## src/spiswp_pkg.sv

```systemverilog
// Package of the serial status and write-protect block: register map,
// field positions, reset values and shared types.
// Assumes a 32-bit AXI4-Lite register bus and a single 50 MHz clock.
`default_nettype none
package spiswp_pkg;
  // ---------------------------------------------------------------
  // Register byte offsets
  // ---------------------------------------------------------------
  localparam logic [7:0] OFS_CTRL = 8'h00;
  localparam logic [7:0] OFS_MODE = 8'h04;
  localparam logic [7:0] OFS_RXD = 8'h08;
  localparam logic [7:0] OFS_TXD = 8'h0C;
  localparam logic [7:0] OFS_STAT = 8'h10;
  localparam logic [7:0] OFS_IMR = 8'h14;
  localparam logic [7:0] OFS_CSEL = 8'h30;
  localparam logic [7:0] OFS_TCNT = 8'h40;
  localparam logic [7:0] OFS_TNCNT = 8'h44;
  localparam logic [7:0] OFS_WPMR = 8'hE4;
  localparam logic [7:0] OFS_WPSR = 8'hE8;
  // ---------------------------------------------------------------
  // Field positions
  // ---------------------------------------------------------------
  localparam int BIT_EN = 0;
  localparam int BIT_DIS = 1;
  localparam int BIT_SLAVE = 0;
  localparam int BIT_PROT = 0;
  localparam int BIT_PROTECT_VIOLATION_FLAG = 0;
  localparam int LSB_WPSRC = 8;
  localparam int BIT_UNDER = 10;
  localparam int BIT_TX_DMA_BUFFER_EMPTY = 7;
  localparam int BIT_SSRISE = 8;
  localparam int BIT_TX_ALL_EMPTY_FLAG = 9;
  localparam int BIT_ENSTAT = 16;
  // ---------------------------------------------------------------
  // Reset values and timing
  // ---------------------------------------------------------------
  localparam logic [7:0] RST_DELAY = 8'h00;
  localparam logic [15:0] RST_CNT = 16'h0000;
  localparam int CLK_MHZ = 50;
  localparam int SCK_HALF_NS = 80;
  localparam int SCK_HALF_CYC = (SCK_HALF_NS * CLK_MHZ) / 1000;
  localparam logic [1:0] RESP_OKAY = 2'b00;
  localparam logic [1:0] RESP_SLVERR = 2'b10;

  typedef enum logic [1:0] {SH_IDLE, SH_SHIFT, SH_DELAY} spiswp_shst_t;

  typedef struct packed {
    logic enable_status_bit;
    logic slave_underrun_flag;
    logic tx_all_empty_flag;
    logic slave_select_rise_flag;
    logic tx_dma_buffer_empty;
  } spiswp_stat_t;
endpackage
`default_nettype wire

```

## src/spiswp_top.sv

```systemverilog
// Serial controller status flags, transfer engine and register
// write protection behind an AXI4-Lite slave.
// Assumes link pins are asynchronous to sys_clk_in and are synchronised here.
`default_nettype none
module spiswp_top
  import spiswp_pkg::*;
#(
  parameter int SCK_HALF = SCK_HALF_CYC
)
(
  input wire logic sys_clk_in,
  input wire logic nrst_in,
  input wire logic [7:0] s_axi_awaddr_in,
  input wire logic s_axi_awvalid_in,
  output logic s_axi_awready_out,
  input wire logic [31:0] s_axi_wdata_in,
  input wire logic [3:0] s_axi_wstrb_in,
  input wire logic s_axi_wvalid_in,
  output logic s_axi_wready_out,
  output logic [1:0] s_axi_bresp_out,
  output logic s_axi_bvalid_out,
  input wire logic s_axi_bready_in,
  input wire logic [7:0] s_axi_araddr_in,
  input wire logic s_axi_arvalid_in,
  output logic s_axi_arready_out,
  output logic [31:0] s_axi_rdata_out,
  output logic [1:0] s_axi_rresp_out,
  output logic s_axi_rvalid_out,
  input wire logic s_axi_rready_in,
  input wire logic sck_in,
  input wire logic slave_select_pin_n_in,
  input wire logic sdi_in,
  output logic sck_out,
  output logic sdo_out,
  output logic irq_out
);
  // ---------------------------------------------------------------
  // Functions
  // ---------------------------------------------------------------
  function automatic logic upd(input logic flag, input logic set, input logic clr);
    upd = set | (flag & ~clr);
  endfunction

  // ---------------------------------------------------------------
  // Pin synchronisers
  // ---------------------------------------------------------------
  logic [2:0] sck_sync_ff, ss_sync_ff, sdi_sync_ff;
  logic sck_ff, ss_n_ff, sdi_ff;
  always_ff @(posedge sys_clk_in or negedge nrst_in)
  begin
    if (!nrst_in)
    begin
      sck_sync_ff <= 3'h0;
      ss_sync_ff <= 3'h7;
      sdi_sync_ff <= 3'h0;
      sck_ff <= 1'b0;
      ss_n_ff <= 1'b1;
      sdi_ff <= 1'b0;
    end
    else
    begin
      sck_sync_ff <= {sck_sync_ff[1:0], sck_in};
      ss_sync_ff <= {ss_sync_ff[1:0], slave_select_pin_n_in};
      sdi_sync_ff <= {sdi_sync_ff[1:0], sdi_in};
      if (sck_sync_ff[1] == sck_sync_ff[2])
        sck_ff <= sck_sync_ff[2];
      if (ss_sync_ff[1] == ss_sync_ff[2])
        ss_n_ff <= ss_sync_ff[2];
      if (sdi_sync_ff[1] == sdi_sync_ff[2])
        sdi_ff <= sdi_sync_ff[2];
    end
  end
  // Stage 1 feeds stage 2 only; edges come from agreeing later stages
  wire sck_rise = (sck_sync_ff[1] == sck_sync_ff[2]) & sck_sync_ff[2] & ~sck_ff;
  wire ss_rise = (ss_sync_ff[1] == ss_sync_ff[2]) & ss_sync_ff[2] & ~ss_n_ff;
  wire ss_fall = (ss_sync_ff[1] == ss_sync_ff[2]) & ~ss_sync_ff[2] & ss_n_ff;

  // ---------------------------------------------------------------
  // AXI4-Lite slave
  // ---------------------------------------------------------------
  logic aw_have_ff, w_have_ff;
  logic [7:0] awaddr_ff;
  logic [31:0] wdata_ff;
  logic [3:0] wstrb_ff;
  wire aw_take = s_axi_awvalid_in & s_axi_awready_out;
  wire w_take = s_axi_wvalid_in & s_axi_wready_out;
  wire wr_go = aw_have_ff & w_have_ff & ~s_axi_bvalid_out;
  wire rd_go = s_axi_arvalid_in & s_axi_arready_out;
  wire [7:0] wa = awaddr_ff;
  wire [7:0] ra = s_axi_araddr_in;
  wire full_word = (wstrb_ff == 4'hF);
  wire wa_known = (wa == OFS_CTRL) | (wa == OFS_MODE) | (wa == OFS_TXD) | (wa == OFS_IMR)
    | (wa == OFS_CSEL) | (wa == OFS_TCNT) | (wa == OFS_TNCNT) | (wa == OFS_WPMR);
  wire wa_prot = (wa == OFS_MODE) | (wa == OFS_CSEL);
  logic prot_en_ff;
  wire wr_block = wr_go & wa_prot & prot_en_ff;
  wire wr_ok = wr_go & wa_known & full_word & ~wr_block;
  wire wr_ctrl = wr_ok & (wa == OFS_CTRL);
  wire wr_mode = wr_ok & (wa == OFS_MODE);
  wire wr_txd = wr_ok & (wa == OFS_TXD);
  wire wr_imr = wr_ok & (wa == OFS_IMR);
  wire wr_csel = wr_ok & (wa == OFS_CSEL);
  wire wr_tcnt = wr_ok & (wa == OFS_TCNT);
  wire wr_tncnt = wr_ok & (wa == OFS_TNCNT);
  wire wr_wpmr = wr_ok & (wa == OFS_WPMR);
  wire rd_stat = rd_go & (ra == OFS_STAT);
  wire rd_wpsr = rd_go & (ra == OFS_WPSR);

  always_ff @(posedge sys_clk_in or negedge nrst_in)
  begin
    if (!nrst_in)
    begin
      aw_have_ff <= 1'b0;
      w_have_ff <= 1'b0;
      awaddr_ff <= 8'h00;
      wdata_ff <= 32'h0000_0000;
      wstrb_ff <= 4'h0;
      s_axi_awready_out <= 1'b0;
      s_axi_wready_out <= 1'b0;
      s_axi_bvalid_out <= 1'b0;
      s_axi_bresp_out <= RESP_OKAY;
      s_axi_arready_out <= 1'b0;
    end
    else
    begin
      // Each channel taken once; ready lowers until the response is accepted
      s_axi_awready_out <= ~aw_have_ff & ~aw_take & ~s_axi_bvalid_out;
      s_axi_wready_out <= ~w_have_ff & ~w_take & ~s_axi_bvalid_out;
      if (aw_take)
      begin
        aw_have_ff <= 1'b1;
        awaddr_ff <= s_axi_awaddr_in;
      end
      if (w_take)
      begin
        w_have_ff <= 1'b1;
        wdata_ff <= s_axi_wdata_in;
        wstrb_ff <= s_axi_wstrb_in;
      end
      if (wr_go)
      begin
        s_axi_bvalid_out <= 1'b1;
        s_axi_bresp_out <= (wa_known & full_word) ? RESP_OKAY : RESP_SLVERR;
        aw_have_ff <= 1'b0;
        w_have_ff <= 1'b0;
      end
      else if (s_axi_bvalid_out & s_axi_bready_in)
        s_axi_bvalid_out <= 1'b0;
      s_axi_arready_out <= ~rd_go & ~s_axi_rvalid_out & ~s_axi_arready_out;
    end
  end

  // ---------------------------------------------------------------
  // Configuration registers
  // ---------------------------------------------------------------
  logic enable_ff, slave_mode_ff;
  logic [7:0] delay_ff, txd_ff, rxd_ff;
  logic [15:0] tcnt_ff, tncnt_ff;
  logic [4:0] imr_ff;
  always_ff @(posedge sys_clk_in or negedge nrst_in)
  begin
    if (!nrst_in)
    begin
      enable_ff <= 1'b0;
      slave_mode_ff <= 1'b0;
      delay_ff <= RST_DELAY;
      tcnt_ff <= RST_CNT;
      tncnt_ff <= RST_CNT;
      imr_ff <= 5'h00;
      prot_en_ff <= 1'b0;
    end
    else
    begin
      // Disable wins over enable when both are written together
      if (wr_ctrl)
        enable_ff <= wdata_ff[BIT_DIS] ? 1'b0 : (wdata_ff[BIT_EN] | enable_ff);
      if (wr_mode)
        slave_mode_ff <= wdata_ff[BIT_SLAVE];
      if (wr_csel)
        delay_ff <= wdata_ff[7:0];
      if (wr_tcnt)
        tcnt_ff <= wdata_ff[15:0];
      if (wr_tncnt)
        tncnt_ff <= wdata_ff[15:0];
      if (wr_imr)
        imr_ff <= wdata_ff[4:0];
      if (wr_wpmr)
        prot_en_ff <= wdata_ff[BIT_PROT];
    end
  end

  // ---------------------------------------------------------------
  // Write protection status
  // ---------------------------------------------------------------
  logic protect_violation_flag_ff;
  logic [7:0] wpsrc_ff;
  always_ff @(posedge sys_clk_in or negedge nrst_in)
  begin
    if (!nrst_in)
    begin
      protect_violation_flag_ff <= 1'b0;
      wpsrc_ff <= 8'h00;
    end
    else
    begin
      protect_violation_flag_ff <= upd(protect_violation_flag_ff, wr_block, rd_wpsr);
      if (wr_block)
        wpsrc_ff <= wa;
    end
  end

  // ---------------------------------------------------------------
  // Transfer engine
  // ---------------------------------------------------------------
  spiswp_shst_t st_ff;
  logic txd_full_ff;
  logic [7:0] sh_ff;
  logic [2:0] bit_ff;
  logic [7:0] dly_ff;
  logic [$clog2(SCK_HALF + 1)-1:0] div_ff;
  logic under_ff, ssr_ff, dma_empty_ff, tx_all_empty_flag_ff;
  wire master_tick = ~slave_mode_ff & (div_ff == '0) & sck_out;
  wire sh_tick = slave_mode_ff ? (sck_rise & ~ss_n_ff) : master_tick;
  wire start_master = ~slave_mode_ff & enable_ff & txd_full_ff;
  wire start_slave = slave_mode_ff & enable_ff & ss_fall;
  wire starting = (st_ff == SH_IDLE) & (start_master | start_slave);
  wire under_ev = (st_ff == SH_IDLE) & start_slave & ~txd_full_ff;
  wire last_bit = (st_ff == SH_SHIFT) & sh_tick & (bit_ff == 3'h7);
  wire slave_abort = (st_ff == SH_SHIFT) & slave_mode_ff & ss_rise;
  wire shift_end = last_bit | slave_abort;

  always_ff @(posedge sys_clk_in or negedge nrst_in)
  begin
    if (!nrst_in)
    begin
      st_ff <= SH_IDLE;
      txd_ff <= 8'h00;
      txd_full_ff <= 1'b0;
      sh_ff <= 8'h00;
      rxd_ff <= 8'h00;
      bit_ff <= 3'h0;
      dly_ff <= 8'h00;
      div_ff <= '0;
      sck_out <= 1'b0;
      sdo_out <= 1'b0;
    end
    else
    begin
      if (wr_txd)
      begin
        txd_ff <= wdata_ff[7:0];
        txd_full_ff <= 1'b1;
      end
      else if (starting)
        txd_full_ff <= 1'b0;
      if ((st_ff == SH_SHIFT) & ~slave_mode_ff)
      begin
        div_ff <= (div_ff == '0) ? ($bits(div_ff))'(SCK_HALF - 1) : div_ff - 1'b1;
        if (div_ff == '0)
          sck_out <= ~sck_out;
      end
      else
      begin
        div_ff <= ($bits(div_ff))'(SCK_HALF - 1);
        sck_out <= 1'b0;
      end
      case (st_ff)
        SH_IDLE:
        begin
          if (starting)
          begin
            // Underrun shifts out zeros
            sh_ff <= txd_full_ff ? txd_ff : 8'h00;
            bit_ff <= 3'h0;
            st_ff <= SH_SHIFT;
          end
        end
        SH_SHIFT:
        begin
          if (sh_tick)
          begin
            sh_ff <= {sh_ff[6:0], sdi_ff};
            bit_ff <= bit_ff + 3'h1;
            if (last_bit)
              rxd_ff <= {sh_ff[6:0], sdi_ff};
          end
          if (shift_end)
          begin
            dly_ff <= delay_ff;
            st_ff <= (delay_ff != 8'h00) ? SH_DELAY : SH_IDLE;
          end
        end
        SH_DELAY:
        begin
          dly_ff <= dly_ff - 8'h01;
          if (dly_ff == 8'h01)
            st_ff <= SH_IDLE;
        end
        default:
          st_ff <= SH_IDLE;
      endcase
      sdo_out <= (st_ff == SH_SHIFT) ? sh_ff[7] : 1'b0;
    end
  end

  // ---------------------------------------------------------------
  // Status flags and interrupt
  // ---------------------------------------------------------------
  wire tx_all_empty_flag_next = ~txd_full_ff & (st_ff == SH_IDLE) & ~starting;
  spiswp_stat_t stat;
  assign stat = '{enable_status_bit: enable_ff, slave_underrun_flag: under_ff,
                  tx_all_empty_flag: tx_all_empty_flag_ff, slave_select_rise_flag: ssr_ff,
                  tx_dma_buffer_empty: dma_empty_ff};
  always_ff @(posedge sys_clk_in or negedge nrst_in)
  begin
    if (!nrst_in)
    begin
      under_ff <= 1'b0;
      ssr_ff <= 1'b0;
      dma_empty_ff <= 1'b1;
      tx_all_empty_flag_ff <= 1'b1;
      irq_out <= 1'b0;
    end
    else
    begin
      under_ff <= upd(under_ff, under_ev, rd_stat);
      ssr_ff <= upd(ssr_ff, ss_rise, rd_stat);
      // A counter write always clears; empty shows next cycle only if both counters are zero
      dma_empty_ff <= ~(wr_tcnt | wr_tncnt) & (tcnt_ff == 16'h0000) & (tncnt_ff == 16'h0000);
      tx_all_empty_flag_ff <= ~wr_txd & tx_all_empty_flag_next;
      irq_out <= |(stat & imr_ff);
    end
  end

  // ---------------------------------------------------------------
  // Read data path
  // ---------------------------------------------------------------
  logic [31:0] rmux;
  always_comb
  begin
    rmux = 32'h0000_0000;
    case (ra)
      OFS_CTRL: rmux = 32'h0000_0000;
      OFS_MODE: rmux[BIT_SLAVE] = slave_mode_ff;
      OFS_RXD: rmux[7:0] = rxd_ff;
      OFS_TXD: rmux = 32'h0000_0000;
      OFS_STAT:
      begin
        rmux[BIT_ENSTAT] = stat.enable_status_bit;
        rmux[BIT_UNDER] = stat.slave_underrun_flag;
        rmux[BIT_TX_ALL_EMPTY_FLAG] = stat.tx_all_empty_flag;
        rmux[BIT_SSRISE] = stat.slave_select_rise_flag;
        rmux[BIT_TX_DMA_BUFFER_EMPTY] = stat.tx_dma_buffer_empty;
      end
      OFS_IMR: rmux[4:0] = imr_ff;
      OFS_CSEL: rmux[7:0] = delay_ff;
      OFS_TCNT: rmux[15:0] = tcnt_ff;
      OFS_TNCNT: rmux[15:0] = tncnt_ff;
      OFS_WPMR: rmux[BIT_PROT] = prot_en_ff;
      OFS_WPSR:
      begin
        rmux[BIT_PROTECT_VIOLATION_FLAG] = protect_violation_flag_ff;
        rmux[LSB_WPSRC +: 8] = wpsrc_ff;
      end
      default: rmux = 32'h0000_0000;
    endcase
  end
  wire ra_known = (ra == OFS_CTRL) | (ra == OFS_MODE) | (ra == OFS_RXD) | (ra == OFS_TXD)
    | (ra == OFS_STAT) | (ra == OFS_IMR) | (ra == OFS_CSEL) | (ra == OFS_TCNT)
    | (ra == OFS_TNCNT) | (ra == OFS_WPMR) | (ra == OFS_WPSR);

  always_ff @(posedge sys_clk_in or negedge nrst_in)
  begin
    if (!nrst_in)
    begin
      s_axi_rvalid_out <= 1'b0;
      s_axi_rdata_out <= 32'h0000_0000;
      s_axi_rresp_out <= RESP_OKAY;
    end
    else if (rd_go)
    begin
      s_axi_rvalid_out <= 1'b1;
      s_axi_rdata_out <= rmux;
      s_axi_rresp_out <= ra_known ? RESP_OKAY : RESP_SLVERR;
    end
    else if (s_axi_rvalid_out & s_axi_rready_in)
      s_axi_rvalid_out <= 1'b0;
  end
endmodule
`default_nettype wire

```

## config.mk

```make
export PLATFORM = sky130hd
export DESIGN_NAME = spiswp_top
export DESIGN_NICKNAME = d
export VERILOG_FILES = /design/src/spiswp_pkg.sv /design/src/spiswp_top.sv
export SDC_FILE = /design/constraint.sdc
export NUM_CORES = 1
export LEC_CHECK = 0
export ABC_AREA = 0
export BUFFER_PORTS_ARGS = -buffer_cell sky130_fd_sc_hd__buf_2
export CAP_MARGIN = 5
export CORE_ASPECT_RATIO = 0.6
export CORE_MARGIN = 4
export CORE_UTILIZATION = 34
export CTS_CLUSTER_DIAMETER = 150
export DETAILED_ROUTE_END_ITERATION = 8
export SYNTH_ARGS = -nofsm -noshare
export SYNTH_HDL_FRONTEND = slang
export SYNTH_SLANG_ARGS = --single-unit
```

## constraint.sdc

```tcl
create_clock -name sys_clk_in -period 2.45 [get_ports sys_clk_in]
set_input_delay 0 -clock sys_clk_in [delete_from_list [all_inputs] [get_ports sys_clk_in]]
set_output_delay 0 -clock sys_clk_in [all_outputs]
set_load 0.02 [all_outputs]
```

==> results of run 1 <==
[registers in the layout, indices dropped and copies added, names as in the netlist, 2 cells and up]
register         cells
s_axi_rdata_out     17
tcnt_ff             16
tncnt_ff            16
wdata_ff            16
awaddr_ff            8
delay_ff             8
dly_ff               8
rxd_ff               8
sh_ff                8
txd_ff               8
wpsrc_ff             8
imr_ff               5
wstrb_ff             4
bit_ff               3
div_ff               3
sck_sync_ff          3
sdi_sync_ff          3
ss_sync_ff           3
st_ff                2
[kinds of logic (layout without fill, tap and decap cells)]
group           after synthesis  after routing  synth area share (%)
mux                          98             98                  15.0
fa+ha+maj                    10             10                  1.61
compound gates              101            101                  9.23
other cells                   1             17                0.0492
xor+xnor                      3              3                 0.345
flops                       171            171                  56.3
simple gates                183            183                  13.2
buf+inv                      61            183                  4.31
[power groups by stage]
stage	Clock (mW)	Combinational [mW]	Sequential [mW]
final	2.78	1.48	3.76
after global routing	2.97	1.64	3.83
after CTS	2.85	1.49	3.76
after detailed placement	0	1.44	3.81
after global placement	0	1.41	3.80
after floorplan	0	0.849	3.77
[final timing paths]
check | start | to | depth (start not counted)
min in group asynchronous | nrst_in | s_axi_rdata_out[13] | 2
setup reg to reg | awaddr_ff[3] | wpsrc_ff[4] | 4
hold reg to reg | sdi_sync_ff[0] | sdi_sync_ff[1] | 0
setup / recovery | awaddr_ff[3] | wpsrc_ff[4] | 4
hold / removal | s_axi_araddr_in[1] | s_axi_rdata_out[4] | 4
max in group asynchronous | nrst_in | tx_all_empty_flag_ff | 3
[placed cells by master, fill, tap and decap left out, types with 14 or more instances in the layout]
master / n
dfrtp_1: 165
buf_2: 71
o21ai_0: 15
buf_4: 24
nand3_1: 24
inv_1: 16
nor2_1: 40
nor4_1: 14
clkbuf_16: 17
conb_1: 17
nand2_1: 45
a22oi_1: 14
mux2_2: 74
dlygate4sd3_1: 37
a31oi_1: 22
[cells in the mapped netlist, types with 4 or more instances]
cell type,n
clkbuf_1,14
nor3_1,7
ha_1,9
o21ai_0,16
dfrtp_1,165
buf_4,19
a31oi_1,22
mux2i_1,4
nand4_1,4
a21oi_1,12
mux2_2,74
nand2_1,45
nor4_1,14
inv_1,16
a21o_1,4
buf_2,10
a221oi_1,7
a222oi_1,5
a22oi_1,14
mux2_4,11
dfstp_2,6
and2_2,5
nand3_1,24
nor2b_1,6
or3_1,5
o211ai_1,6
nor2_1,40
mux2_1,9
[metal layers]
layer,wire [µm],vias to the layer above
li1,-,2501
met1,10300,2687
met2,7650,132
met3,1080,17
met4,188,0
met5,0,-
[area by class of cell]
class / instances / area, µm² / share of cell area [%]
Tap cell: 286 / 358 / 3.84
Inverter: 16 / 60.1 / 0.644
Sequential cell: 171 / 4290 / 46.0
Clock inverter: 11 / 143 / 1.53
Clock buffer: 21 / 460 / 4.94
Timing Repair Buffer: 135 / 957 / 10.3
Multi-Input combinational cell: 412 / 3060 / 32.8
[stage by stage]
stage / instance area, µm² / util [%]
global placement: 8350 / 37.9
global route: 9330 / 42.4
CTS: 9330 / 42.4
floorplan: 7670 / -
finish: 9330 / 42.4
detailed placement: 8350 / 37.9
[what timing repair did]
| action | 4_1_cts | 5_1_grt |
|---|---|---|
| hold buffers | 37 | 0 |
| setup endpoints to repair | 0 | 0 |
| hold endpoints to repair | 98 | 0 |
[worst min-delay path, delay by kind of cell]
kind | cells | cell delay (ns)
buffers and inverters | 1 | 0.18
AND/OR/NAND/NOR | 2 | 0.18
AO/OA/AOI/OAI | 1 | 0.07
==> metrics.md, run 1 <==
| Metric | Value |
|---|---|
| CTS sink count | `between 150 and 200` |
| CP max-delay cell | `or3_1` |
| Layout fillers | `a little over 2000` |
| Comb power frac | `a little under a fifth` |
| Max Freq | `around 450 MHz` |
| Synth Instances | `~630` |
| Drt wl/cell | `18.3 µm` |
| Post-Layout Cell Count | `around 1100` |
| Leakage | `between 4 and 5 nW` |
| CTS resizes | `0` |
| Syn avg cell area | `around 12 µm²` |
| DR DRC count | `0` |
| Synth cell types | `66` |
| VDD IR max | `0.492 mV` |
| HP Class | `input port to flip-flop` |
| GR Util met3 | `~4%` |
| Worst setup SP type | `flip-flop` |
| Via-to-Cell Ratio | `roughly 5.1` |
| Fin crit share | `about nine tenths` |
| Critical Path End Type | `flip-flop` |
| Total global-route track usage | `between 15 and 20%` |
| Die X-Extent | `~200 µm` |
| Top Family by Delay on Critical Path | `simple AND/OR/NAND/NOR gates` |
| Met2 usage | `22.2%` |
| Largest net degree at the start of global routing | `65` |
| CTS tree | `built` |
| Clk root buf | `clkbuf_16` |
| Area contributors post-synth | `dfrtp_1, mux2_2, nand2_1` |
| Placed Cells | `983` |
| Crit-path max FO | `9` |
| Final Net Count | `slightly above 800` |
| Clock power frac | `a little over a third` |
| # H-tree levels | `4` |
| Post-route setup TNS | `0 ns` |
| Dpl ws | `around 0.26 ns` |
| Netlist Area Pre-Place | `approximately 7600 µm²` |
| Routability Congestion | `~0.85` |
| Final wirelength | `19.2 mm` |
| Clock Path Buffers | `2` |
| Synth area leader | `dfrtp_1` |
| Status | `completed` |
| Critical path required time | `roughly 2.8 ns` |
| Slew HR | `about 53%` |
| Met1 usage | `about a quarter` |
| IO Count | `between 100 and 150` |
| Initial antenna violation count | `0` |
| Congestion Overflow GR | `0` |
| Port Buffers | `~70` |
| Worst Path Buf+Inv | `0` |
| Worst Path Class, Setup | `flip-flop to flip-flop` |
| CTS buffer count | `17` |
| Ys Warns | `0` |
| Worst-path clk slew | `approximately 0.060 ns` |
| Gr busiest metal | `met1` |
| Vias in the first global route | `roughly 5400` |
| 1st-pass router iterations | `5` |
| Share of layout cells above drive strength 1 | `30.9%` |
| Endpoints failing setup | `0` |
| Sw Share | `about 30%` |
| CP peak stage delay | `0.55 ns` |
| Fin. Hold Viols | `0` |
| Diodes inserted | `0` |
| Syn-to-layout area delta | `22.5%` |
| Post-synthesis sequential area ratio | `between 50% and 60%` |
| Routed vias | `about 5300` |
| Detailed Place HPWL | `14.0 mm` |
| Final ANT Viol Nets | `0` |
| Switch Pwr | `~2.4 mW` |
| Postcts setup bufs | `0` |
| Worst-Skew Late Latency | `around 0.43 ns` |
| Setup repair after global routing missed its margin | `no` |
| Total power | `~8.0 mW` |
| Share of the synthesized area in the top cell type | `54.2%` |
| Pins Over Slew Limit | `0` |
| Flops & latches, synth | `roughly 170` |
| Final WS setup | `0.218 ns` |
| Pwr dens | `860 nW/µm²` |
| Measured slew at the worst slew-check pin | `a little under 0.7 ns` |
| Starting Density | `between 30% and 40%` |
| Die area | `24900 µm²` |
| Max-Cap Viols | `0` |
| First-pass GRT wire length | `31.1 mm` |
| Int Power | `about 5.6 mW` |
| FFs w/ async S/R, synth | `100%` |
| Final worst path period need | `about 2.2 ns` |
| Die height | `around 120 µm` |
| Initial DRC count | `around 320` |
| Post-synth EDFFs | `0` |
| Seq pwr share | `a little under half` |
| CP dominant cell by count | `or3_1` |
| Crit path cell chain | `or3_1, or2_1, or3_1, mux2_4` |
| Reg2reg setup slack | `between 0.2 and 0.25 ns` |
| Placement Rows | `42` |
| CP arrival | `around 2.5 ns` |
| Core Box Area | `about 22000 µm²` |
| Prevailing post-synth register cell | `dfrtp_1` |
| WHS | `between 0.04 and 0.05 ns` |
| Clk_skew | `just over 0.01 ns` |
Note: power is estimated with default switching activity, not from simulation.
==> run 2: changes to the inputs <==
--- a/config.mk
+++ b/config.mk
@@ -10,9 +10,10 @@
 export CAP_MARGIN = 5
 export CORE_ASPECT_RATIO = 0.6
 export CORE_MARGIN = 4
-export CORE_UTILIZATION = 34
+export CORE_UTILIZATION = 55
 export CTS_CLUSTER_DIAMETER = 150
 export DETAILED_ROUTE_END_ITERATION = 8
+export PLACE_DENSITY = 0.77
 export SYNTH_ARGS = -nofsm -noshare
 export SYNTH_HDL_FRONTEND = slang
 export SYNTH_SLANG_ARGS = --single-unit
==> run 2 against run 1 <==
  * Fmax decreased by 1.7%
  * Clock skew is 0.0040 ns higher
  * Sequential share of layout area rose by 0.96 points
  * Via count is 4.7% higher
  * Die area is 36% lower
  * Critical path depth unchanged
  * Non-clock buffer count decreased by 9
  * Final cell count is 12% lower
  * Core utilization increased by 27 points
  * Worst setup slack lost 0.039 ns
  * Critical endpoint is now tncnt_ff[4]
  * Highest routed layer unchanged
==> metrics.md, run 2 (synthesis gave the netlist of run 1 again) <==
| Metric | Value |
|---|---|
| Total global-route track usage | `24.1% (+8.0 points)` |
| Post-route setup TNS | `0 ns (unchanged)` |
| Fin crit share | `92.7% (+1.6 points)` |
| Port Buffers | `72 (unchanged)` |
| Syn-to-layout area delta | `19.9%` |
| Final core occ | `69.3% (+27 points)` |
| Worst Path Class, Setup | `flip-flop to flip-flop` |
| Slew HR | `54.5% (+1.1 points)` |
| CTS tree | `built` |
| WHS | `0.0490 ns (+0.000289 ns)` |
| Die X-Extent | `160 µm (-21%)` |
| Clk_skew | `0.0143 ns (+0.00395 ns)` |
| Measured slew at the worst slew-check pin | `0.678 ns (-0.0156 ns)` |
| Setup repair after global routing missed its margin | `no` |
| Final ANT Viol Nets | `0 (unchanged)` |
| Clock Path Buffers | `2 (unchanged)` |
| Drt wl/cell | `19.8 µm (+8.5%)` |
| Routability Congestion | `0.888 (+4.7%)` |
| Congestion Overflow GR | `0 (unchanged)` |
| Initial DRC count | `522 (+66%)` |
| Initial antenna violation count | `0 (unchanged)` |
| CTS sink count | `171 (unchanged)` |
| Final WS setup | `0.179 ns (-0.0389 ns)` |
| Pwr dens | `890 nW/µm² (+3.5%)` |
| Pins Over Slew Limit | `0 (unchanged)` |
| Worst setup SP type | `flip-flop` |
| Final worst path period need | `2.27 ns (+0.0389 ns)` |
| HP Class | `input port to flip-flop` |
| Placed Instance Area | `8130 µm² (-2.7%)` |
| First-pass GRT wire length | `30.3 mm (-2.3%)` |
| Crit-path max FO | `17 (+8)` |
| Top reg by flops | `s_axi_rdata_out` |
| Dpl ws | `0.216 ns (-0.0411 ns)` |
| Diodes inserted | `0 (unchanged)` |
| CTS resizes | `0 (unchanged)` |
| Clk root buf | `clkbuf_16` |
| Largest register FFs | `17 (unchanged)` |
| VDD IR max | `0.607 mV (+23%)` |
| Core Box Area | `13200 µm² (-40%)` |
| CP arrival | `2.58 ns (+0.04 ns)` |
| Commonest cells after routing, fill and taps aside | `dfrtp_1, mux2_2, buf_2` |
| Max-Cap Viols | `0 (unchanged)` |
| IO Count | `106 (unchanged)` |
| Post-Layout Cell Count | `927 (-12%)` |
| Worst-Skew Late Latency | `0.43 ns (about the same)` |
| CTS buffer count | `17 (unchanged)` |
| Vias in the first global route | `5730 (+5.7%)` |
| Critical Path End Type | `flip-flop` |
| Largest net degree at the start of global routing | `63 (-3.1%)` |
| Share of layout cells above drive strength 1 | `30.3% (-0.69 points)` |
| Leakage | `4.31 nW (-0.85%)` |
| Fin. Hold Viols | `0 (unchanged)` |
| Die height | `99.1 µm (-20%)` |
| Status | `completed` |
| Max Freq | `440 MHz (-1.7%)` |
| Detailed Place HPWL | `13.1 mm (-6.4%)` |
| Critical path required time | `2.75 ns (about the same)` |
| 1st-pass router iterations | `6 (+1)` |
| Placement Rows | `32 (-24%)` |
| Die area | `15900 µm² (-36%)` |
| Commonest non-fill, non-tap cell in the layout | `dfrtp_1` |
| Endpoints failing setup | `0 (unchanged)` |
| Starting Density | `57.8% (+23 points)` |
| Fin area | `9130 µm² (-2.1%)` |
| Total power | `8.13 mW (+1.3%)` |
| Routed vias | `5588 (+4.7%)` |
| Placed Cells | `858 (-13%)` |
| Final wirelength | `18.4 mm (-4.4%)` |
| # H-tree levels | `4 (unchanged)` |
| Worst-path clk slew | `0.07 ns (about the same)` |
| DR DRC count | `0 (unchanged)` |
| Via-to-Cell Ratio | `6.03 (+19%)` |
| Final Net Count | `815 (-1.1%)` |
## run 2: layout make-up
class                           count  area, µm²
Inverter                           16       60.1
Timing Repair Buffer              126        877
Clock buffer                       18        429
Fill cell                         898       4040
Clock inverter                     14        208
Multi-Input combinational cell    412       3060
Tap cell                          170        213
Sequential cell                   171       4290
## run 2: power by group
part / switching (mW) / internal (mW)
sequential: 0.515 / 3.27
clock: 1.16 / 1.73
combinational: 0.805 / 0.642
total: 2.48 / 5.65
## run 2: timing repair
| item | CTS | global route |
|---|---|---|
| hold buffers | 37 | 0 |
| endpoints found under the hold margin | 95 | 0 |
| setup buffers | 0 | 0 |
## run 2: path summary, 6_finish.rpt
path,cells after the start,endpoint,slack (ns),start
worst max-delay path,4,tncnt_ff[4],0.18,awaddr_ff[3]
worst min-delay path,4,s_axi_rdata_out[4],0.05,s_axi_araddr_in[0]
worst max register to register,4,tncnt_ff[4],0.18,awaddr_ff[3]
worst min register to register,0,sdi_sync_ff[1],0.36,sdi_sync_ff[0]
max in group asynchronous,3,rxd_ff[1],1.52,nrst_in
min in group asynchronous,2,s_axi_rdata_out[12],0.11,nrst_in
## run 2: per-layer routing
| layer | global-route usage [%] | part of all wire, % |
|---|---|---|
| met5 | 0 | 0 |
| met4 | 6.01 | 1.0 |
| met3 | 6.46 | 9.5 |
| met2 | 35.7 | 44 |
| met1 | 35.9 | 46 |
## run 2: worst max-delay path, stage by stage, from the launching register on
cell      delay (ns)
dfrtp_1         0.44
or3_1           0.47
a211oi_2        0.40
nand2_2         0.42
mux2_2          0.41
